**config.mk**
```make
export PLATFORM = sky130hd
export DESIGN_NAME = pci_lock_and_subsystem_id
export DESIGN_NICKNAME = d
export VERILOG_FILES = /design/src/logic/lock_ident_pkg.sv /design/src/logic/pci_lock_and_subsystem_id.sv
export VERILOG_INCLUDE_DIRS = /design/src /design/src/logic
export SDC_FILE = /design/constraint.sdc
export NUM_CORES = 1
export LEC_CHECK = 0
export ABC_AREA = 1
export BUFFER_PORTS_ARGS = -buffer_cell sky130_fd_sc_hd__buf_4
export CORE_MARGIN = 5
export CORE_UTILIZATION = 45
export DETAILED_ROUTE_END_ITERATION = 8
export GPL_TIMING_DRIVEN = 0
export PLACE_DENSITY = 0.62
export SLEW_MARGIN = 10
export SYNTH_ARGS = -nofsm -noshare
export SYNTH_HDL_FRONTEND = slang
export SYNTH_SLANG_ARGS = --single-unit
```
**constraint.sdc**
```tcl
create_clock -name clock -period 3.88 [get_ports clock]
set_clock_uncertainty 0.15 [all_clocks]
set_input_delay 0 -clock clock [delete_from_list [all_inputs] [get_ports clock]]
set_output_delay 0 -clock clock [all_outputs]
set_load 0.01 [all_outputs]
```
**src/logic/lock_ident_map.svh**
```systemverilog
// Offsets, field positions, reset values and the EEPROM word width for the lock and identification block.
// =====================================================================
`ifndef LOCK_IDENT_MAP_SVH
`define LOCK_IDENT_MAP_SVH
`define OFS_SUBSYS_IDENT 8'h40
`define OFS_SYSTEM_CONTROL 8'h80
`define OFS_MFUNC_ROUTING 8'h8C
`define BIT_IDENT_WRITE_ENABLE 5
`define TERM4_FIELD_LSB 16
`define TERM4_SEL_LOCK 4'h7
`define LOCK_BLOCK_LSB 4
`define SYSCTL_RESET 32'h0000_0000
`define ROUTING_RESET 32'h0000_0000
`define IDENT_RESET 32'h0000_0000
`define EEPROM_WORD_BITS 32
`endif

```
**src/logic/lock_ident_pkg.sv**
```systemverilog
// Types shared by the lock and identification block.
`default_nettype none
package lock_ident_pkg;
    typedef struct packed {
        logic valid;
        logic write;
        logic func;
        logic [7:0] addr;
        logic [31:0] wdata;
    } cfg_req_s;

    typedef struct packed {
        logic valid;
        logic downstream;
        logic write;
        logic locked;
        logic [31:0] addr;
    } xact_s;

    typedef enum logic [1:0] {
        LK_IDLE,
        LK_ACQUIRE,
        LK_HELD
    } lock_state_e;

    typedef enum logic [1:0] {
        EE_IDLE,
        EE_SHIFT,
        EE_DONE
    } ee_state_e;
endpackage
`default_nettype wire

```
**src/logic/pci_lock_and_subsystem_id.sv**
```systemverilog
// Lock handling, write-posting control and subsystem identification load for the bridge.
`timescale 1ns/10ps
`include "lock_ident_map.svh"
`default_nettype none
module pci_lock_and_subsystem_id #(
    parameter int EE_BITS = `EEPROM_WORD_BITS
) (
    input wire logic clock,
    input wire logic sys_rst,
    input wire logic global_reset_input,
    input wire logic suspend_in,
    input wire lock_ident_pkg::cfg_req_s cfg_req,
    output logic [31:0] cfg_rdata,
    output logic cfg_ack,
    input wire logic lock_pin_in,
    input wire logic multipurpose_terminal_four_in,
    input wire lock_ident_pkg::xact_s xact,
    output logic xact_allow,
    output logic posting_enable,
    input wire logic card_side_lock_in,
    output logic card_side_lock_out,
    output logic card_side_lock_oe,
    input wire logic ee_data_in,
    input wire logic ee_bit_valid,
    output logic ee_busy
);
    import lock_ident_pkg::*;

    // =================================================================
    // Reset gating
    // Suspend keeps the bus reset away from every register of the core.
    logic core_rst;
    assign core_rst = sys_rst && !suspend_in;

    // =================================================================
    // Configuration registers
    logic [31:0] sysctl_r, sysctl_nxt;
    logic [31:0] routing_r, routing_nxt;
    logic [31:0] ident_r, ident_nxt;
    logic [31:0] rdata_r, rdata_nxt;
    logic ack_r, ack_nxt;
    logic ee_load;
    logic [31:0] ee_word;

    function automatic logic hit(input logic [7:0] a, input logic [7:0] ofs);
        return a == ofs;
    endfunction

    always_comb begin
        sysctl_nxt = sysctl_r;
        routing_nxt = routing_r;
        ident_nxt = ident_r;
        rdata_nxt = rdata_r;
        ack_nxt = cfg_req.valid;
        if (cfg_req.valid && cfg_req.write) begin
            if (hit(cfg_req.addr, `OFS_SYSTEM_CONTROL)) begin
                sysctl_nxt = cfg_req.wdata;
            end
            if (hit(cfg_req.addr, `OFS_MFUNC_ROUTING)) begin
                routing_nxt = cfg_req.wdata;
            end
            // Both functions share one identification word.
            if (hit(cfg_req.addr, `OFS_SUBSYS_IDENT)
                    && sysctl_r[`BIT_IDENT_WRITE_ENABLE]) begin
                ident_nxt = cfg_req.wdata;
            end
        end
        if (ee_load) begin
            ident_nxt = ee_word;
        end
        if (cfg_req.valid && !cfg_req.write) begin
            if (hit(cfg_req.addr, `OFS_SUBSYS_IDENT)) begin
                rdata_nxt = ident_r;
            end else if (hit(cfg_req.addr, `OFS_SYSTEM_CONTROL)) begin
                rdata_nxt = sysctl_r;
            end else if (hit(cfg_req.addr, `OFS_MFUNC_ROUTING)) begin
                rdata_nxt = routing_r;
            end else begin
                rdata_nxt = 32'h0000_0000;
            end
        end
    end

    always_ff @(posedge clock) begin
        if (core_rst) begin
            sysctl_r <= `SYSCTL_RESET;
            routing_r <= `ROUTING_RESET;
            ident_r <= `IDENT_RESET;
            rdata_r <= 32'h0000_0000;
            ack_r <= 1'b0;
        end else begin
            sysctl_r <= sysctl_nxt;
            routing_r <= routing_nxt;
            ident_r <= ident_nxt;
            rdata_r <= rdata_nxt;
            ack_r <= ack_nxt;
        end
    end

    // =================================================================
    // Serial EEPROM load
    // The load starts when the gated reset releases; a suspended reset never restarts it.
    ee_state_e ee_st_r, ee_st_nxt;
    logic [31:0] ee_sh_r, ee_sh_nxt;
    logic [5:0] ee_cnt_r, ee_cnt_nxt;
    logic ee_loaded_r, ee_loaded_nxt;

    always_comb begin
        ee_st_nxt = ee_st_r;
        ee_sh_nxt = ee_sh_r;
        ee_cnt_nxt = ee_cnt_r;
        ee_loaded_nxt = ee_loaded_r;
        ee_load = 1'b0;
        unique case (ee_st_r)
            EE_IDLE: begin
                ee_st_nxt = EE_SHIFT;
                ee_cnt_nxt = 6'h00;
            end
            EE_SHIFT: begin
                if (ee_bit_valid) begin
                    ee_sh_nxt = {ee_sh_r[30:0], ee_data_in};
                    ee_cnt_nxt = ee_cnt_r + 6'h01;
                    if (ee_cnt_r == 6'(EE_BITS - 1)) begin
                        ee_st_nxt = EE_DONE;
                    end
                end
            end
            EE_DONE: begin
                // One copy per reset, so a later firmware write under the enable bit sticks.
                ee_load = !ee_loaded_r;
                ee_loaded_nxt = 1'b1;
                ee_st_nxt = EE_DONE;
            end
        endcase
    end
    assign ee_word = ee_sh_r;

    always_ff @(posedge clock) begin
        if (core_rst) begin
            ee_st_r <= EE_IDLE;
            ee_sh_r <= 32'h0000_0000;
            ee_cnt_r <= 6'h00;
            ee_loaded_r <= 1'b0;
        end else begin
            ee_st_r <= ee_st_nxt;
            ee_sh_r <= ee_sh_nxt;
            ee_cnt_r <= ee_cnt_nxt;
            ee_loaded_r <= ee_loaded_nxt;
        end
    end

    // =================================================================
    // Lock tracking
    logic lock_req;
    lock_state_e lk_st_r, lk_st_nxt;
    logic [27:0] lk_blk_r, lk_blk_nxt;
    logic same_blk;

    always_comb begin
        // Lock arrives on terminal four only when routing selects it.
        if (routing_r[`TERM4_FIELD_LSB +: 4] == `TERM4_SEL_LOCK) begin
            lock_req = multipurpose_terminal_four_in;
        end else begin
            lock_req = lock_pin_in;
        end
    end

    assign same_blk = xact.addr[31:`LOCK_BLOCK_LSB] == lk_blk_r;

    always_comb begin
        lk_st_nxt = lk_st_r;
        lk_blk_nxt = lk_blk_r;
        unique case (lk_st_r)
            LK_IDLE: begin
                // A grant alone is not enough; only a locked downstream access starts ownership.
                if (lock_req && xact.valid && xact.locked && xact.downstream) begin
                    lk_st_nxt = LK_ACQUIRE;
                    lk_blk_nxt = xact.addr[31:`LOCK_BLOCK_LSB];
                end
            end
            LK_ACQUIRE: begin
                lk_st_nxt = lock_req ? LK_HELD : LK_IDLE;
            end
            LK_HELD: begin
                if (!lock_req) begin
                    lk_st_nxt = LK_IDLE;
                end
            end
        endcase
    end

    always_ff @(posedge clock) begin
        if (core_rst) begin
            lk_st_r <= LK_IDLE;
            lk_blk_r <= 28'h000_0000;
        end else begin
            lk_st_r <= lk_st_nxt;
            lk_blk_r <= lk_blk_nxt;
        end
    end

    logic locked_now;
    assign locked_now = lk_st_r != LK_IDLE;

    // Interleaved traffic outside the block passes; inside it only the owner's locked access.
    always_comb begin
        xact_allow = !(locked_now && xact.valid && same_blk && !xact.locked);
    end

    // =================================================================
    // Outputs other than xact_allow, released while global reset is held
    // Posting stays off while locked, avoiding deadlock against delayed-read targets.
    assign posting_enable = !locked_now && !global_reset_input;
    assign card_side_lock_out = 1'b0;
    assign card_side_lock_oe = locked_now && !global_reset_input;
    assign cfg_rdata = global_reset_input ? 32'h0000_0000 : rdata_r;
    assign cfg_ack = ack_r && !global_reset_input;
    assign ee_busy = ee_st_r == EE_SHIFT && !global_reset_input;
endmodule
`default_nettype wire

```
Word-level counts from Yosys, hierarchy flattened:

Cells that the tools add are included.
Widths: inputs -> output; s select.

* bits in registers: 200

* equal/unequal tests: 14
* add/sub/neg operators: 1
* mux-type cells: 18
* reduce and logical (&&, ||, !) cells: 35

Operator list (count)
* $mux 32: 7
* $eq 28x28->1: 1
* $eq 8x8->1 const B: 2
* $reduce_and 2->1: 8
* $logic_and 1x1->1: 14
* $pmux 2 s3: 2
* $pmux 6 s2: 1
* $mux 2: 5
* $eq 8x7->1 const B: 1
* $ne 2x2->1 const B: 4
* $reduce_bool 2->1: 4
* $logic_not 1->1: 7
* $add 6x1->6 const B: 1
* $eq 6x5->1 const B: 1
* $mux 6: 1
* $eq 2x1->1 const B: 2
* $eq 2x2->1 const B: 2
* $eq 4x3->1 const B: 1
* $logic_not 2->1: 2
* $mux 1: 2

Depth between registers and ports, before layout:

* depth in word-level cells: 7
* mapped depth: 10
* gate-level depth less buffers: 10

Least setup slack after synthesis:

No wires, ideal clock.

* kind: reg2reg
* from: reg ee_st_r[0]
* to: reg ident_r[10]
* period minus slack after synthesis: 1.730 ns
* buffers on the path: 1
* cell stages (with the launch flop): 8
* path slack: 2.150 ns
* arrival: 1.465 ns
* cell sequence: dfxtp_1 -> inv_1 -> ha_1 -> nand2_2 -> buf_2 -> mux2_2 -> a21oi_1 -> nor2_1

* cells in the longest elaborated chain, start to end: 4
* elaborated cells between the ends (all ways): 6
* classes of those cells: 1 x eq/ne; 2 x mux; 3 x reduce/logical

RTL lines
* start: declaration: line pci_lock_and_subsystem_id.sv:103 `ee_state_e ee_st_r, ee_st_nxt;`
* start signal: assignment: line pci_lock_and_subsystem_id.sv:145 `ee_st_r <= ee_st_nxt;`
* $eq 2x2->1 (*): line pci_lock_and_subsystem_id.sv:114 `unique case (ee_st_r)`
* $mux 1 (*): line pci_lock_and_subsystem_id.sv:114
* $reduce_bool 2->1 (no source line)
* $reduce_and 2->1 (no source line)
* end signal: assignment: line pci_lock_and_subsystem_id.sv:88 `` ident_r <= `IDENT_RESET; ``
* end signal: assignment: line pci_lock_and_subsystem_id.sv:94 `ident_r <= ident_nxt;`
* end: declaration: line pci_lock_and_subsystem_id.sv:39 `logic [31:0] ident_r, ident_nxt;`

Mark *: on every way between the ends. The rest lies on a longest branch, timed or not.
A chain may end at the register's enable or synchronous reset.

Worst setup path in the final report:

* from: reg ee_st_r[0]
* to: reg ident_r[30]

The elaborated chain is that of the path after synthesis.

==> impl_metrics.ini <==
[run_status]
status = complete, no violations

[place]
dp_cells = 1723
gp_congestion = 0.8273
dp_hpwl_um = 20000
io_buffers = 116
place_ws_ns = 1.548

[detailed_routing]
drc = 0
first_iter_violations = 646
firstDrtPassIters = 6
wirelength_um = 27950
wl_per_cell_um = 15.27
vias = 9177
drt-vias-per-instance = 5.015
antenna_left = 0

[cells_and_area]
drive_gt1_share_pct = 13.21
layout.nets = 1642
antenna_cells = 0
nFillCells = 2005
stdcell_count = 1830
area_growth_syn_to_layout_pct = 27.23

[worst_setup_path]
worstSetupPathType = flop to flop
crit_fanout = 10
required_ns = 4.05
endpoint_kind = flop
startpoint_type = flop
cp.arrival_ns = 2.57

[timing]
post-route-min-period_ns = 2.402
setup_violations = 0
relSlewSlack_pct = 22.82
hold_slack_ns = 0.01738
drv_slew = 0
max_freq_ghz = 0.4163
rsz0062_at_grt = false
finalCritPeriodShare_pct = 61.91
fin_ws_ns = 1.478
hold_viol = 0
worst_pin_slew_ns = 1.153
fin_tns_setup_ns = 0

[synth]
synth_cells = 1337
avgSynthCellArea_um2 = 6.970
ys_seq_elements = 200
synth-warning-count = 0
yosysUniqueCellTypes = 36
syn_area_um2 = 9319
yosysSeqAreaShare_pct = 42.96
syn-num-nets = 1432

[cts]
cts_tree = done
cts_max_level = 4
clock_sinks = 200
worst_skew_pair.late_latency_ns = 0.44
clockBufferDepth = 2
path_clk_slew_ns = 0.07
cts_root_buf = clkbuf_16
ctsResizeCount = 0
cts_made_buffers = 17

[grt]
grt_max_degree = 18
antenna_found_initial = 0
grt_pass1_vias = 8677
gr-total-overflow = 0
grt_usage_pct = 23.41
grt_pass1_wl_um = 44950

[pwr]
power_mw = 5.722
ir_drop_v = 0.0003122
p_leak_nw = 4.988
p_per_area_nw_per_um2 = 482.6

[die]
core_area_um2 = 20300
ios = 126
row_count = 52
fp.dieW_um = 153.9
die_h_um = 153.9
start_util_pct = 45.91
die_area_um2 = 23690

[flow_run]
cap_violations = 0

[hold_path]
hp-class = primary input to flop
## cells in the mapped netlist
| library cell | instances | area share (%) |
|---|---|---|
| and2_0 | 1 | 0.067 |
| and3_1 | 2 | 0.13 |
| nand4_4 | 1 | 0.23 |
| a22oi_1 | 1 | 0.081 |
| nand2_2 | 3 | 0.20 |
| xor2_1 | 11 | 1.0 |
| nand3b_4 | 1 | 0.21 |
| a211oi_1 | 2 | 0.16 |
| clkbuf_1 | 56 | 2.3 |
| buf_2 | 25 | 1.3 |
| nor2_2 | 1 | 0.067 |
| nor3_4 | 3 | 0.52 |
| nand3_1 | 72 | 3.9 |
| nand2_1 | 155 | 6.2 |
| nor3b_1 | 1 | 0.081 |
| conb_1 | 1 | 0.040 |
| o22ai_1 | 4 | 0.27 |
| nor3_1 | 6 | 0.32 |
| a22o_1 | 1 | 0.094 |
| o21ai_1 | 34 | 1.8 |
| nor2_4 | 1 | 0.12 |
| or3_1 | 1 | 0.067 |
| a21oi_1 | 135 | 7.3 |
| mux2_2 | 19 | 2.3 |
| dfxtp_1 | 200 | 43 |
| nand4_1 | 35 | 2.3 |
| buf_1 | 7 | 0.28 |
| ha_1 | 7 | 0.94 |
| inv_1 | 177 | 7.1 |
| nor2_1 | 208 | 8.4 |
| o21ai_0 | 153 | 8.2 |
| clkbuf_2 | 2 | 0.11 |
| xnor2_1 | 6 | 0.56 |
| inv_2 | 3 | 0.12 |
| nand3b_1 | 1 | 0.081 |
| buf_4 | 1 | 0.081 |
## cells by family after synthesis
| family | after synthesis | synth area share (%) |
|---|---|---|
| AOI/OAI and AO/OA | 330 | 17.90 |
| muxes | 19 | 2.296 |
| DFF | 200 | 42.96 |
| xor gates and xnor gates | 17 | 1.598 |
| and+or+nand+nor | 492 | 22.95 |
| adders and majority gates | 7 | 0.9398 |
| other | 1 | 0.04024 |
| buffers and inverters | 271 | 11.32 |
## cells in the final DEF (no fill, tap or decap), drive strengths merged, types with 19 or more instances in the layout
cell / count
mux2: 19
nand3: 72
o21ai: 187
nand2: 158
nor2: 210
clkbuf: 77
dlygate4sd3: 75
nand4: 36
a21oi: 135
buf: 149
dfxtp: 200
inv: 184
## worst paths after layout
kind / from / to / slack (ns) / cells past startpoint
max: ee_st_r[0]$_SDFFE_PP0P_ / ident_r[30]$_SDFFE_PP0P_ / 1.48 / 8
min: sys_rst / ee_loaded_r$_SDFFE_PP0N_ / 0.02 / 5
max reg2reg: ee_st_r[0]$_SDFFE_PP0P_ / ident_r[30]$_SDFFE_PP0P_ / 1.48 / 8
min reg2reg: sysctl_r[4]$_SDFFE_PP0P_ / sysctl_r[4]$_SDFFE_PP0P_ / 0.30 / 2
## report_power, final
group / total, mW / internal (mW) / switching [mW]
sequential: 2.47 / 2.35 / 0.121
clock: 1.77 / 0.959 / 0.815
combinational: 1.47 / 0.598 / 0.876
## flip-flops by register name (all words and copies together) (netlist names), 2 cells and up
signal	count
ee_sh_r	32
ee_st_r	2
routing_r	32
rdata_r	32
lk_blk_r	28
sysctl_r	32
ee_cnt_r	6
ident_r	32
lk_st_r	2
## area by class of cell
| type | count | area, um^2 | share of cell area [%] |
|---|---|---|---|
| multi-input cells | 866 | 4260 | 35.93 |
| flip-flops and latches | 200 | 4004 | 33.77 |
| repair buffers | 191 | 1622 | 13.68 |
| inverters | 180 | 675.6 | 5.699 |
| clock buffers | 19 | 432.9 | 3.651 |
| plain buffers | 91 | 379.1 | 3.198 |
| well taps | 270 | 337.8 | 2.849 |
| clock inverters | 13 | 145.1 | 1.224 |
## critical path: stages (launching register included)
cell,delay (ns)
dfxtp_1,0.34
inv_1,0.08
ha_1,0.22
nand2_2,0.25
buf_2,0.31
clkbuf_1,0.44
o21ai_0,0.15
a21oi_1,0.27
nor2_1,0.08
## what timing repair did
item,CTS,global route
setup buffers,0,0
endpoints found under the hold margin,140,0
endpoints found under the setup margin,0,0
hold buffers,75,0
## layer usage
layer	share of wire (%)	routed length [um]	GRT usage, %	vias to the layer above
met4	1.7	478	7.149	0
met2	48	13310	39.25	211
li1	-	-	-	4729
met1	46	12980	31.48	4204
met5	0	0	0	-
met3	4.2	1171	3.232	33
## metrics by stage
stage / utilization (%) / instance area, um^2
floorplan: - / 9319
global placement: 51.86 / 10530
detailed placement: 51.86 / 10530
CTS: 58.41 / 11860
global route: 58.41 / 11860
finish: 58.41 / 11860
Note: power is estimated with default switching activity, not from simulation.
